**src/spf_pkg.sv**
```systemverilog
// Shared constants and carrier types for the switch port policy filter
`default_nettype none
package spf_pkg;
  localparam int PORT_NUM = 3;
  localparam logic [1:0] PORT_ONE = 2'h0;
  localparam logic [1:0] PORT_TWO = 2'h1;
  localparam logic [1:0] PORT_HOST = 2'h2;
  localparam logic [2:0] HOST_MASK = 3'h4;
  // Register byte offsets
  localparam logic [7:0] OFF_PORT_ONE_CTRL2 = 8'h00;
  localparam logic [7:0] OFF_PORT_TWO_CTRL2 = 8'h04;
  localparam logic [7:0] OFF_HOST_CTRL2 = 8'h08;
  localparam logic [7:0] OFF_GLOBAL_CTRL2 = 8'h0C;
  localparam logic [7:0] OFF_STATUS = 8'h10;
  localparam logic [2:0] IDX_GLOBAL = 3'h3;
  localparam logic [2:0] IDX_STATUS = 3'h4;
  localparam logic [2:0] IDX_NONE = 3'h7;
  // Per-port control field positions
  localparam int PC_RX_SNIFF = 0;
  localparam int PC_TX_SNIFF = 1;
  localparam int PC_SNIFFER = 2;
  localparam int PC_LEARN_DIS = 4;
  localparam int PC_RX_EN = 5;
  localparam int PC_TX_EN = 6;
  localparam logic [6:0] PORT_CTRL_RESET = 7'h60;
  localparam logic [6:0] PORT_CTRL_WMASK = 7'h77;
  // Global control two field positions
  localparam int GC_MLD_EN = 13;
  localparam int GC_MLD_OPT = 12;
  localparam int GC_SNIFF_AND = 8;
  localparam int GC_BAD_MIRROR = 0;
  localparam logic [13:0] GLOBAL_RESET = 14'h0000;
  localparam logic [13:0] GLOBAL_WMASK = 14'h3101;
  localparam logic [15:0] COUNT_RESET = 16'h0000;
  // Packet classification values
  localparam logic [3:0] IPV4_VERSION = 4'h4;
  localparam logic [7:0] IGMP_PROTO = 8'h02;
  localparam logic [7:0] MLD_HOP_LIMIT = 8'h01;
  localparam logic [7:0] NH_HOP_BY_HOP = 8'h00;
  localparam logic [7:0] NH_ICMP = 8'h01;
  localparam logic [7:0] NH_ICMPV6 = 8'h3A;
  localparam logic [7:0] NH_ROUTING = 8'h2B;
  localparam logic [7:0] NH_FRAGMENT = 8'h2C;
  localparam logic [7:0] NH_ESP = 8'h32;
  localparam logic [7:0] NH_AUTH = 8'h33;
  localparam logic [7:0] NH_DEST_OPT = 8'h3C;
  localparam logic [1:0] RESP_OKAY = 2'h0;
  localparam logic [1:0] RESP_SLVERR = 2'h2;

  typedef struct packed {
    logic [1:0] srcPort;
    logic [2:0] lookupPorts;
    logic staticHit;
    logic staticOverride;
    logic [2:0] staticPorts;
    logic badFrame;
    logic ethIp;
    logic snapIp;
    logic [3:0] ipVersion;
    logic [7:0] ipProtocol;
    logic ipv6;
    logic dstMulticast;
    logic [7:0] hopLimit;
    logic [7:0] nextHeader;
    logic [7:0] hbhNextHeader;
  } spf_frame_type;

  typedef struct packed {
    logic [2:0] destPorts;
    logic learnEnable;
    logic trapped;
    logic mirrored;
  } spf_verdict_type;
endpackage : spf_pkg
`default_nettype wire

```
**src/spf_policy_filter.sv**
```systemverilog
// Forwarding policy stage: port states, trapping, mirroring, AXI4-Lite regs
//
// Local design decisions: the AXI4-Lite slave port and the address map.
`default_nettype none
module spf_policy_filter #(
  parameter int ADDR_W = 8
) (
  input wire logic clk_sys,
  input wire logic rst,
  input wire logic [ADDR_W-1:0] s_axi_awaddr,
  input wire logic s_axi_awvalid,
  output logic s_axi_awready,
  input wire logic [31:0] s_axi_wdata,
  input wire logic [3:0] s_axi_wstrb,
  input wire logic s_axi_wvalid,
  output logic s_axi_wready,
  output logic [1:0] s_axi_bresp,
  output logic s_axi_bvalid,
  input wire logic s_axi_bready,
  input wire logic [ADDR_W-1:0] s_axi_araddr,
  input wire logic s_axi_arvalid,
  output logic s_axi_arready,
  output logic [31:0] s_axi_rdata,
  output logic [1:0] s_axi_rresp,
  output logic s_axi_rvalid,
  input wire logic s_axi_rready,
  input wire logic frameValid,
  input wire spf_pkg::spf_frame_type frameIn,
  output logic verdictValid,
  output spf_pkg::spf_verdict_type verdictOut
);
  if (ADDR_W < 5 || ADDR_W > 32) begin : gBadAddrW
    $error("ADDR_W must lie between 5 and 32");
  end

  function automatic logic [2:0] regIndex(input logic [ADDR_W-1:0] addr);
    logic [7:0] a;
    a = 8'(addr);
    if (addr != ADDR_W'(a)) return spf_pkg::IDX_NONE;
    case (a)
      spf_pkg::OFF_PORT_ONE_CTRL2: return 3'h0;
      spf_pkg::OFF_PORT_TWO_CTRL2: return 3'h1;
      spf_pkg::OFF_HOST_CTRL2: return 3'h2;
      spf_pkg::OFF_GLOBAL_CTRL2: return spf_pkg::IDX_GLOBAL;
      spf_pkg::OFF_STATUS: return spf_pkg::IDX_STATUS;
      default: return spf_pkg::IDX_NONE;
    endcase
  endfunction : regIndex

  function automatic logic [31:0] mergeStrb(input logic [31:0] old,
                                            input logic [31:0] nw,
                                            input logic [3:0] strb);
    logic [31:0] r;
    r = old;
    for (int b = 0; b < 4; b++) begin
      if (strb[b]) r[8*b +: 8] = nw[8*b +: 8];
    end
    return r;
  endfunction : mergeStrb

  function automatic logic [2:0] portMask(input logic [1:0] idx);
    case (idx)
      spf_pkg::PORT_ONE: return 3'h1;
      spf_pkg::PORT_TWO: return 3'h2;
      spf_pkg::PORT_HOST: return 3'h4;
      default: return 3'h0;
    endcase
  endfunction : portMask

  // Trap header match, used for the direct and the hop-by-hop header
  function automatic logic mldHeader(input logic [7:0] nh, input logic opt);
    logic ext;
    ext = nh == spf_pkg::NH_ROUTING || nh == spf_pkg::NH_FRAGMENT ||
          nh == spf_pkg::NH_ESP || nh == spf_pkg::NH_AUTH ||
          nh == spf_pkg::NH_DEST_OPT;
    return nh == spf_pkg::NH_ICMP || nh == spf_pkg::NH_ICMPV6 ||
           (opt && ext);
  endfunction : mldHeader

  // Register file and bus state
  logic [2:0][6:0] portCtrl_q, portCtrl_d;
  logic [13:0] globalCtrl_q, globalCtrl_d;
  logic awHeld_q, awHeld_d, wHeld_q, wHeld_d;
  logic [ADDR_W-1:0] awAddr_q, awAddr_d;
  logic [31:0] wData_q, wData_d;
  logic [3:0] wStrb_q, wStrb_d;
  logic awready_q, awready_d, wready_q, wready_d;
  logic bvalid_q, bvalid_d, arready_q, arready_d, rvalid_q, rvalid_d;
  logic [1:0] bresp_q, bresp_d, rresp_q, rresp_d;
  logic [31:0] rdata_q, rdata_d;
  logic [15:0] trapCount_q, trapCount_d, mirrorCount_q, mirrorCount_d;
  logic [2:0] wIdx, rIdx;
  logic [31:0] wMerged;

  always_comb begin : busNext
    portCtrl_d = portCtrl_q;
    globalCtrl_d = globalCtrl_q;
    awHeld_d = awHeld_q;
    awAddr_d = awAddr_q;
    wHeld_d = wHeld_q;
    wData_d = wData_q;
    wStrb_d = wStrb_q;
    bvalid_d = bvalid_q;
    bresp_d = bresp_q;
    arready_d = arready_q;
    rvalid_d = rvalid_q;
    rresp_d = rresp_q;
    rdata_d = rdata_q;
    wIdx = regIndex(awAddr_q);
    rIdx = regIndex(s_axi_araddr);
    wMerged = 32'h00000000;
    if (s_axi_bready && bvalid_q) bvalid_d = 1'b0;
    // Address and data may arrive in either order
    if (s_axi_awvalid && awready_q) begin
      awHeld_d = 1'b1;
      awAddr_d = s_axi_awaddr;
    end
    if (s_axi_wvalid && wready_q) begin
      wHeld_d = 1'b1;
      wData_d = s_axi_wdata;
      wStrb_d = s_axi_wstrb;
    end
    if (awHeld_q && wHeld_q && !bvalid_q) begin
      awHeld_d = 1'b0;
      wHeld_d = 1'b0;
      bvalid_d = 1'b1;
      bresp_d = spf_pkg::RESP_OKAY;
      if (wIdx < spf_pkg::IDX_GLOBAL) begin
        wMerged = mergeStrb({25'h0000000, portCtrl_q[wIdx[1:0]]},
                            wData_q, wStrb_q);
        portCtrl_d[wIdx[1:0]] = wMerged[6:0] & spf_pkg::PORT_CTRL_WMASK;
      end else if (wIdx == spf_pkg::IDX_GLOBAL) begin
        wMerged = mergeStrb({18'h00000, globalCtrl_q}, wData_q, wStrb_q);
        globalCtrl_d = wMerged[13:0] & spf_pkg::GLOBAL_WMASK;
      end else if (wIdx != spf_pkg::IDX_STATUS) begin
        bresp_d = spf_pkg::RESP_SLVERR;
      end
    end
    awready_d = !awHeld_d;
    wready_d = !wHeld_d;
    if (s_axi_rready && rvalid_q) begin
      rvalid_d = 1'b0;
      arready_d = 1'b1;
    end
    if (s_axi_arvalid && arready_q) begin
      arready_d = 1'b0;
      rvalid_d = 1'b1;
      rresp_d = spf_pkg::RESP_OKAY;
      case (rIdx)
        3'h0, 3'h1, 3'h2: rdata_d = {25'h0000000, portCtrl_q[rIdx[1:0]]};
        spf_pkg::IDX_GLOBAL: rdata_d = {18'h00000, globalCtrl_q};
        spf_pkg::IDX_STATUS: rdata_d = {mirrorCount_q, trapCount_q};
        default: begin
          rdata_d = 32'h00000000;
          rresp_d = spf_pkg::RESP_SLVERR;
        end
      endcase
    end
  end

  always_ff @(posedge clk_sys) begin : busRegs
    if (rst) begin
      portCtrl_q <= {3{spf_pkg::PORT_CTRL_RESET}};
      globalCtrl_q <= spf_pkg::GLOBAL_RESET;
      awHeld_q <= 1'b0;
      awAddr_q <= '0;
      wHeld_q <= 1'b0;
      wData_q <= 32'h00000000;
      wStrb_q <= 4'h0;
      awready_q <= 1'b1;
      wready_q <= 1'b1;
      bvalid_q <= 1'b0;
      bresp_q <= spf_pkg::RESP_OKAY;
      arready_q <= 1'b1;
      rvalid_q <= 1'b0;
      rresp_q <= spf_pkg::RESP_OKAY;
      rdata_q <= 32'h00000000;
    end else begin
      portCtrl_q <= portCtrl_d;
      globalCtrl_q <= globalCtrl_d;
      awHeld_q <= awHeld_d;
      awAddr_q <= awAddr_d;
      wHeld_q <= wHeld_d;
      wData_q <= wData_d;
      wStrb_q <= wStrb_d;
      awready_q <= awready_d;
      wready_q <= wready_d;
      bvalid_q <= bvalid_d;
      bresp_q <= bresp_d;
      arready_q <= arready_d;
      rvalid_q <= rvalid_d;
      rresp_q <= rresp_d;
      rdata_q <= rdata_d;
    end
  end

  assign s_axi_awready = awready_q;
  assign s_axi_wready = wready_q;
  assign s_axi_bvalid = bvalid_q;
  assign s_axi_bresp = bresp_q;
  assign s_axi_arready = arready_q;
  assign s_axi_rvalid = rvalid_q;
  assign s_axi_rresp = rresp_q;
  assign s_axi_rdata = rdata_q;

  // Per-port control vectors, index 2 is the host port
  logic [2:0] rxSniffVec, txSniffVec, snifferVec, learnDisVec, rxEnVec;
  logic [2:0] txEnVec;
  for (genvar p = 0; p < spf_pkg::PORT_NUM; p++) begin : gPortVec
    assign rxSniffVec[p] = portCtrl_q[p][spf_pkg::PC_RX_SNIFF];
    assign txSniffVec[p] = portCtrl_q[p][spf_pkg::PC_TX_SNIFF];
    assign snifferVec[p] = portCtrl_q[p][spf_pkg::PC_SNIFFER];
    // Host port is never gated by its spanning-tree bits
    if (p == spf_pkg::PORT_NUM - 1) begin : gHost
      assign learnDisVec[p] = 1'b0;
      assign rxEnVec[p] = 1'b1;
      assign txEnVec[p] = 1'b1;
    end else begin : gNet
      assign learnDisVec[p] = portCtrl_q[p][spf_pkg::PC_LEARN_DIS];
      assign rxEnVec[p] = portCtrl_q[p][spf_pkg::PC_RX_EN];
      assign txEnVec[p] = portCtrl_q[p][spf_pkg::PC_TX_EN];
    end
  end

  // Verdict pipeline, one cycle from frame to verdict
  logic verdictValid_q, verdictValid_d;
  spf_pkg::spf_verdict_type verdict_q, verdict_d;
  logic [2:0] srcMask, base, fwd, sniffMask;
  logic netSrc, rxEnSrc, overrideHit, igmpHit, mldHit, trap;
  logic rxMir, txMir, mirror;

  always_comb begin : policyNext
    srcMask = portMask(frameIn.srcPort);
    netSrc = srcMask != spf_pkg::HOST_MASK;
    rxEnSrc = |(srcMask & rxEnVec);
    overrideHit = frameIn.staticHit && frameIn.staticOverride;
    // Static entry wins over the learned or flooded lookup
    base = (frameIn.staticHit ? frameIn.staticPorts
                              : frameIn.lookupPorts) & ~srcMask;
    igmpHit = (frameIn.ethIp || frameIn.snapIp) &&
              frameIn.ipVersion == spf_pkg::IPV4_VERSION &&
              frameIn.ipProtocol == spf_pkg::IGMP_PROTO;
    mldHit = globalCtrl_q[spf_pkg::GC_MLD_EN] && frameIn.ipv6 &&
             frameIn.dstMulticast &&
             frameIn.hopLimit == spf_pkg::MLD_HOP_LIMIT &&
             (mldHeader(frameIn.nextHeader,
                        globalCtrl_q[spf_pkg::GC_MLD_OPT]) ||
              (frameIn.nextHeader == spf_pkg::NH_HOP_BY_HOP &&
               mldHeader(frameIn.hbhNextHeader,
                         globalCtrl_q[spf_pkg::GC_MLD_OPT])));
    trap = netSrc && (igmpHit || mldHit);
    // Host-sent frames pass any port state; software keeps them away
    fwd = netSrc ? (base & txEnVec) : base;
    if (!rxEnSrc) begin
      fwd = overrideHit ? (base & spf_pkg::HOST_MASK) : 3'h0;
    end
    // Rx-disabled port keeps only its override delivery
    if (trap && rxEnSrc) fwd = spf_pkg::HOST_MASK;
    if (frameIn.badFrame) fwd = 3'h0;
    rxMir = rxEnSrc && |(srcMask & rxSniffVec);
    txMir = |(fwd & txSniffVec);
    mirror = globalCtrl_q[spf_pkg::GC_SNIFF_AND] ? (rxMir && txMir)
                                                 : (rxMir || txMir);
    if (frameIn.badFrame) begin
      mirror = rxMir && globalCtrl_q[spf_pkg::GC_BAD_MIRROR] &&
               !globalCtrl_q[spf_pkg::GC_SNIFF_AND];
    end
    // OR keeps a single copy where the sniffer is already a target
    sniffMask = snifferVec & ~srcMask;
    verdict_d.destPorts = mirror ? (fwd | sniffMask) : fwd;
    if (trap) verdict_d.destPorts = verdict_d.destPorts & spf_pkg::HOST_MASK;
    verdict_d.learnEnable = |srcMask && !frameIn.badFrame &&
                            !(|(srcMask & learnDisVec));
    if (srcMask == 3'h0) verdict_d.destPorts = 3'h0;
    verdict_d.trapped = trap && rxEnSrc;
    verdict_d.mirrored = mirror && |(sniffMask & ~fwd);
    verdictValid_d = frameValid;
    if (!frameValid) verdict_d = verdict_q;
    trapCount_d = trapCount_q;
    mirrorCount_d = mirrorCount_q;
    if (frameValid && verdict_d.trapped) trapCount_d = trapCount_q + 16'h0001;
    if (frameValid && verdict_d.mirrored) begin
      mirrorCount_d = mirrorCount_q + 16'h0001;
    end
  end

  always_ff @(posedge clk_sys) begin : policyRegs
    if (rst) begin
      verdictValid_q <= 1'b0;
      verdict_q <= '0;
      trapCount_q <= spf_pkg::COUNT_RESET;
      mirrorCount_q <= spf_pkg::COUNT_RESET;
    end else begin
      verdictValid_q <= verdictValid_d;
      verdict_q <= verdict_d;
      trapCount_q <= trapCount_d;
      mirrorCount_q <= mirrorCount_d;
    end
  end

  assign verdictValid = verdictValid_q;
  assign verdictOut = verdict_q;
endmodule : spf_policy_filter
`default_nettype wire

```
**config.mk**
```make
export PLATFORM = sky130hd
export DESIGN_NAME = spf_policy_filter
export DESIGN_NICKNAME = d
export VERILOG_FILES = /design/src/spf_pkg.sv /design/src/spf_policy_filter.sv
export SDC_FILE = /design/constraint.sdc
export NUM_CORES = 1
export LEC_CHECK = 0
export BUFFER_PORTS_ARGS = -buffer_cell sky130_fd_sc_hd__buf_2
export CAP_MARGIN = 30
export CORE_ASPECT_RATIO = 2
export CORE_MARGIN = 2
export CORE_UTILIZATION = 57
export DETAILED_ROUTE_END_ITERATION = 8
export GPL_TIMING_DRIVEN = 0
export PLACE_DENSITY = 0.86
export RECOVER_POWER = 100
export SLEW_MARGIN = 25
export SYNTH_ARGS = -nofsm -noshare
export SYNTH_HDL_FRONTEND = slang
export SYNTH_SLANG_ARGS = --single-unit
export TNS_END_PERCENT = 100
```
**constraint.sdc**
```tcl
create_clock -name clk_sys -period 6 [get_ports clk_sys]
set_input_delay 0.3 -clock clk_sys [delete_from_list [all_inputs] [get_ports clk_sys]]
set_output_delay 0.3 -clock clk_sys [all_outputs]
set_load 0.005 [all_outputs]
```
## Word-level counts from Yosys, hierarchy flattened

Cells that the tools add are included.

| storage, ports and cells | value |
|---|---|
| register bits after elaboration | 131 |
| input bits | 111 |
| output and inout port bits | 48 |
| word-level logic and storage cells | 187 |

| operators by class | value |
|---|---|
| add/subtract/negate cells | 2 |
| $lt $le $gt $ge | 4 |
| equal/unequal tests | 34 |
| mux-type cells | 40 |
| bitwise operators | 12 |
| reduce and logical (&&, ||, !) cells | 70 |

Operator list:

| operator | count |
|---|---|
| 8-bit by 6-bit equality test with 1-bit output, second input constant | 12 |
| 32-bit case mux with 3 select lines | 1 |
| 7-bit 2-to-1 mux | 6 |
| 16-bit by 1-bit adder with 16-bit output, second input constant | 2 |
| 8-bit by 4-bit equality test with 1-bit output, second input constant | 4 |
| 3-bit case mux with 5 select lines | 2 |
| 1-bit logical AND | 29 |
| 7-bit binary-select mux with 2-bit select | 2 |
| 8-bit by 1-bit equality test with 1-bit output, second input constant | 3 |
| 8-bit logical NOT | 3 |
| 3-bit 2-to-1 mux | 8 |
| 3-bit bitwise AND | 7 |
| 21-bit bitwise mux | 1 |
| 3-bit OR reduction | 7 |
| 8-bit by 3-bit equality test with 1-bit output, second input constant | 2 |
| 8-bit by 5-bit equality test with 1-bit output, second input constant | 2 |
| 1-bit logical OR | 16 |
| 7-bit demux with 2-bit select | 1 |
| 1-bit 2-to-1 mux | 12 |
| 2-bit 2-to-1 mux | 6 |
| 3-bit by 2-bit equality test with 1-bit output, second input constant | 3 |
| 3-bit case mux with 3 select lines | 1 |
| 8-bit by 2-bit equality test with 1-bit output, second input constant | 1 |
| 4-bit AND reduction | 2 |
| other kinds (19) | 29 |

## Longest topological paths before layout

| depth | value |
|---|---|
| word-level depth | 23 |
| gate-level depth with buffers | 12 |
| depth with buffers taken out | 9 |

## Worst setup path after synthesis

OpenSTA, ideal clock, no wires.

| timing | value |
|---|---|
| path type | input-to-reg |
| from | input port frameIn[27] (netlist name) |
| to | register mirrorCount_q[5] |
| setup time | 0.121 ns |
| arrival time | 2.338 ns |
| data required time | 5.879 ns |
| setup slack | 3.540 ns |
| stages on the path | 10 |
| cells stage by stage | nor4b_1 o2111a_2 nor4_2 o21a_2 nor2_2 o32ai_4 o311ai_4 buf_6 a21oi_2 mux2_4 |

| on the way | value |
|---|---|
| longest elaborated chain between the ends | 15 |
| elaborated cells between the ends (all ways) | 19 |

Ends and longest elaborated chain:

| what | line | RTL |
|---|---|---|
| from (decl) | spf_policy_filter.sv:28 | `input wire spf_pkg::spf_frame_type frameIn,` |
| 8-bit by 2-bit equality test with 1-bit output (*) | spf_policy_filter.sv:242 | `frameIn.ipProtocol == spf_pkg::IGMP_PROTO;` |
| 1-bit logical AND (*) | spf_policy_filter.sv:241 | `frameIn.ipVersion == spf_pkg::IPV4_VERSION &&` |
| 1-bit logical OR (*) | spf_policy_filter.sv:251 | `trap = netSrc && (igmpHit \|\| mldHit);` |
| 1-bit logical AND (*) | spf_policy_filter.sv:251 |  |
| 1-bit logical AND (*) | spf_policy_filter.sv:258 | `if (trap && rxEnSrc) fwd = spf_pkg::HOST_MASK;` |
| 3-bit 2-to-1 mux (*) | spf_policy_filter.sv:258 |  |
| 3-bit 2-to-1 mux (*) | spf_policy_filter.sv:259 | `if (frameIn.badFrame) fwd = 3'h0;` |
| 3-bit bitwise AND | spf_policy_filter.sv:261 | `txMir = \|(fwd & txSniffVec);` |
| 3-bit OR reduction | spf_policy_filter.sv:261 |  |
| 1-bit logical OR / 1-bit logical AND (equally long branches) | spf_policy_filter.sv:263, spf_policy_filter.sv:262 |  |
| 1-bit 2-to-1 mux | spf_policy_filter.sv:262 | `mirror = globalCtrl_q[spf_pkg::GC_SNIFF_AND] ? (rxMir && txMir)` |
| 1-bit 2-to-1 mux | spf_policy_filter.sv:264 | `if (frameIn.badFrame) begin` |
| 1-bit logical AND (*) | spf_policy_filter.sv:276 | `verdict_d.mirrored = mirror && \|(sniffMask & ~fwd);` |
| 2-bit 2-to-1 mux (*) | spf_policy_filter.sv:278 | `if (!frameValid) verdict_d = verdict_q;` |
| 1-bit logical AND (*) | spf_policy_filter.sv:282 | `if (frameValid && verdict_d.mirrored) begin` |
| to (signal assigned) | spf_policy_filter.sv:292 | `mirrorCount_q <= spf_pkg::COUNT_RESET;` |
| to (signal assigned) | spf_policy_filter.sv:297 | `mirrorCount_q <= mirrorCount_d;` |
| to (decl) | spf_policy_filter.sv:91 | `logic [15:0] trapCount_q, trapCount_d, mirrorCount_q, mirrorCount_d;` |

Every way passes the cells marked *; elsewhere a longest branch is shown, timed or not.
A chain may end at the register's enable or synchronous reset.

## Worst setup path in the final report

| timing | value |
|---|---|
| from | register portCtrl_q[6] (netlist name) |
| to | register mirrorCount_q[3] |

| on the way | value |
|---|---|
| longest elaborated chain between the ends | 13 |
| elaborated cells between the ends (all ways) | 17 |

Ends and longest elaborated chain:

| what | line | RTL |
|---|---|---|
| from (decl) | spf_policy_filter.sv:81 | `logic [2:0][6:0] portCtrl_q, portCtrl_d;` |
| from (signal assigned) | spf_policy_filter.sv:163 | `portCtrl_q <= {3{spf_pkg::PORT_CTRL_RESET}};` |
| from (signal assigned) | spf_policy_filter.sv:179 | `portCtrl_q <= portCtrl_d;` |
| 3-bit bitwise AND (*) | spf_policy_filter.sv:253 | `fwd = netSrc ? (base & txEnVec) : base;` |
| 3-bit 2-to-1 mux (*) | spf_policy_filter.sv:253 |  |
| 3-bit 2-to-1 mux (*) | spf_policy_filter.sv:254 | `if (!rxEnSrc) begin` |
| 3-bit 2-to-1 mux (*) | spf_policy_filter.sv:258 |  |
| 3-bit 2-to-1 mux (*) | spf_policy_filter.sv:259 |  |
| 3-bit bitwise AND | spf_policy_filter.sv:261 |  |
| 3-bit OR reduction | spf_policy_filter.sv:261 |  |
| 1-bit logical OR / 1-bit logical AND (equally long branches) | spf_policy_filter.sv:263, spf_policy_filter.sv:262 |  |
| 1-bit 2-to-1 mux | spf_policy_filter.sv:262 |  |
| 1-bit 2-to-1 mux | spf_policy_filter.sv:264 |  |
| 1-bit logical AND (*) | spf_policy_filter.sv:276 |  |
| 2-bit 2-to-1 mux (*) | spf_policy_filter.sv:278 |  |
| 1-bit logical AND (*) | spf_policy_filter.sv:282 |  |

Marks and branches as above.

==> metrics.md <==
| Metric | Value |
|---|---|
| Pre-CTS setup slack | `3.01 ns` |
| Core area | `10100 um2` |
| Commonest non-fill, non-tap cell in the layout | `dfxtp_1` |
| Post-CTS Setup Bufs | `0` |
| Layout Nets | `966` |
| Startpoint Class | `flip-flop` |
| Cell Chain, Critical Path | `nand2_1, a221oi_1, a32o_1, nand2_1, o32ai_1, o311ai_0, clkbuf_1, a21oi_1, mux2_4` |
| Pwr Total | `2.04 mW` |
| 1st-iter DRT viols | `456` |
| DIE WIDTH | `76.3 um` |
| Synth Flop Type | `dfxtp_1` |
| First-pass GRT wire length | `28.7 mm` |
| Hold Startpoint | `s_axi_awaddr[6]` |
| Seq cells post-synth | `121` |
| Area grow syn2layout | `21.9%` |
| Vias in the first global route | `6102` |
| First-pass DRT Iterations | `8` |
| Flop pwr share | `40.5%` |
| Sequential area share after synthesis | `40.7%` |
| Static Leak | `2.99 nW` |
| Clk root buf | `clkbuf_16` |
| Port Buffers | `128` |
| Reg2reg path depth | `9` |
| Post_cts resized | `0` |
| Switching power total | `0.490 mW` |
| R2R Setup Slk | `2.21 ns` |
| Post-synth cell types | `77` |
| Fillers | `843` |
| Number of enable flip-flop cells after synthesis | `0` |
| Syn_area_per_cell | `8.46 um2` |
| Hold Crit Endpoint | `awAddr_q[6]$_SDFFE_PP0P_` |
| Max_cap viols | `1` |
| Clk pwr share | `51.1%` |
| Htree depth | `4` |
| Failing checks | `capacitance limit, slew limit` |
| Cell family with the largest share of critical-path delay | `compound AO/OA/AOI/OAI gates` |
| RSZ-0062 raised after global routing | `no` |
| Worst path bufs/invs | `1` |
| Worst-skew pair later-pin latency | `0.42 ns` |
| Dpl cells | `968` |
| CP max-delay cell | `o311ai_0` |
| Vias | `5971` |
| Fmax | `264 MHz` |
| Height of the die | `149 um` |
| Post-detail-place hpwl | `13.4 mm` |
| Final Skew | `0.00786 ns` |
| R2r startpoint | `portCtrl_q[6]$_SDFFE_PP1P_` |
| Fin area | `7260 um2` |
| Final GP Congestion | `0.956` |
| Final core utilization | `71.5%` |
| Syn Std Cell Area | `5950 um2` |
| Fin worst setup slack | `2.21 ns` |
| Drt wl/cell | `17.9 um` |
| Post-CTS Hold Buffers | `0` |
| Fin cells | `1001` |
| Row Count | `52` |
| # clock sinks | `121` |
| CTS Buf Count | `17` |
| I/O pin cnt | `159` |
| Post-synth ARST share | `0%` |
| CTS clock-pin slew for the worst setup and hold paths | `0.05 ns` |
| Commonest non-fill, non-tap cells in the layout | `dfxtp_1 (121), nor2_1 (107), buf_2 (106)` |
| # setup viols final | `0` |
| Worst-path maximum fanout | `10` |
| CTS tree | `built` |
| PwrDens | `282 nW/um2` |
| Largest net degree at the start of global routing | `17` |
| Clock Tree Buf Depth | `2` |
| Tcrit/Tclk final | `63.1%` |
| Hold depth | `3` |
| Status | `complete, but fails checks` |
| Detail-routed via count per cell | `5.97` |
| Final slew viol count | `8` |
| Arrival time at the worst endpoint | `4.09 ns` |
| Internal power | `1.55 mW` |
| WP data required | `6.31 ns` |
| GRT Util Overall | `31.7%` |
| Logic pwr share | `8.4%` |
| Crit Reg-Reg Endpoint | `mirrorCount_q[3]$_SDFFE_PP0P_` |
| Crit path top cell by count | `nand2_1` |
| DP Area | `6770 um2` |
| Antenna cell count | `0` |
| Number of antenna violations at the first check in global routing | `0` |
| Die area | `11300 um2` |
| Worst Setup End Kind | `flip-flop` |
| Rel. slew slack | `-5.89%` |
| Antenna viol nets, final | `0` |
| Synthesized instance count | `704` |
| Worst hold path class | `in2reg` |
| Tightest Pin Transition | `1.57 ns` |
| Final Hold Vio Count | `0` |
| DRC Markers | `0` |
| Initial Utilization | `58.7%` |
| Switch share | `23.9%` |
| Gr ovfl total | `0` |
| Setup tns final | `0 ns` |
| Synth Warn # | `0` |
| Layout cells sized above 1 | `19.3%` |
| Final Critical Period | `3.79 ns` |
| Crit Path Category | `reg2reg` |
| Slowest stage delay, CP | `0.68 ns` |
| Hold slack | `0.116 ns` |
| Max rail drop VDD | `0.000239 V` |
| Final wirelength | `18.0 mm` |
## power by group through the flow
| stage | clock network, mW | registers [mW] | logic [mW] |
|---|---|---|---|
| CTS | 1.05 | 0.828 | 0.169 |
| global placement | 0 | 0.844 | 0.161 |
| global route | 1.08 | 0.830 | 0.185 |
| detailed placement | 0 | 0.845 | 0.167 |
| finish | 1.04 | 0.829 | 0.171 |
| floorplan | 0 | 0.843 | 0.0961 |
## worst max path at each step
stage / start / endpoint / slack [ns] / cells after the start
after floorplan: frameIn[27] / mirrorCount_q[5]$_SDFFE_PP0P_ / 3.54 / 10
after global placement: frameIn[2] / mirrorCount_q[15]$_SDFFE_PP0P_ / 3.05 / 11
after detailed placement: frameIn[2] / mirrorCount_q[3]$_SDFFE_PP0P_ / 3.01 / 11
after CTS: portCtrl_q[6]$_SDFFE_PP1P_ / mirrorCount_q[3]$_SDFFE_PP0P_ / 3.22 / 10
after global routing: globalCtrl_q[12]$_SDFFE_PP0P_ / mirrorCount_q[3]$_SDFFE_PP0P_ / 2.15 / 10
final: portCtrl_q[6]$_SDFFE_PP1P_ / mirrorCount_q[3]$_SDFFE_PP0P_ / 2.21 / 9
## layer usage
layer | up-vias | global-route usage [%] | part of all wire [%]
li1 | 2802 | - | -
met1 | 2802 | 29.9 | 34
met2 | 277 | 61.0 | 55
met3 | 90 | 5.04 | 4.8
met4 | 0 | 22.2 | 5.9
met5 | - | 0 | 0
## registers in the layout (all words and copies together), names as in the netlist, 2 cells and up
signal	count
awAddr_q	8
globalCtrl_q	4
learnDisVec	2
mirrorCount_q	16
portCtrl_q	16
s_axi_rdata	32
trapCount_q	16
verdictOut	6
wData_q	9
wStrb_q	2
## cell usage after synthesis (all sizes together), types with 7 or more instances
| master | n | area share, % |
|---|---|---|
| dfxtp | 121 | 41 |
| and3 | 9 | 0.95 |
| nand2b | 10 | 1.3 |
| nor3 | 12 | 1.3 |
| nor2 | 108 | 6.9 |
| clkbuf | 27 | 1.7 |
| xor2 | 12 | 1.8 |
| mux2 | 15 | 3.2 |
| o21ai | 22 | 2.0 |
| nand2 | 86 | 5.4 |
| buf | 10 | 1.3 |
| a22oi | 30 | 3.8 |
| nand4 | 8 | 0.84 |
| nand3 | 20 | 1.7 |
| mux2i | 22 | 3.7 |
| inv | 12 | 0.76 |
| a21o | 7 | 0.88 |
| nor4 | 7 | 0.95 |
| a21oi | 64 | 5.8 |
| nor2b | 21 | 2.2 |
| a211o | 8 | 1.2 |
## cell families after synthesis
| kind of cell | count (synthesis) | share of synthesized area, % |
|---|---|---|
| compound gates | 173 | 20.8 |
| xor+xnor | 15 | 2.21 |
| fa+ha+maj | 2 | 0.420 |
| buf+inv | 49 | 3.80 |
| flops | 121 | 40.7 |
| mux | 37 | 6.91 |
| other cells | 1 | 0.0630 |
| simple gates | 306 | 25.1 |
## final cells by class
| class | count | area, um2 | share of cell area (%) |
|---|---|---|---|
| multi-input cells | 535 | 3230 | 44.5 |
| repair buffers | 129 | 618 | 8.51 |
| well taps | 135 | 169 | 2.33 |
| clock inverters | 11 | 145 | 2.00 |
| plain buffers | 37 | 173 | 2.38 |
| inverters | 12 | 45.0 | 0.620 |
| clock buffers | 21 | 460 | 6.34 |
| flip-flops and latches | 121 | 2420 | 33.4 |
## worst reg2reg max path: stages, from the launching register on
cell	delay, ns
dfxtp_1	0.42
nand2_1	0.10
a221oi_1	0.55
a32o_1	0.22
nand2_1	0.08
o32ai_1	0.62
o311ai_0	0.68
clkbuf_1	0.39
a21oi_1	0.29
mux2_4	0.32
Note: power is estimated with default switching activity, not from simulation.
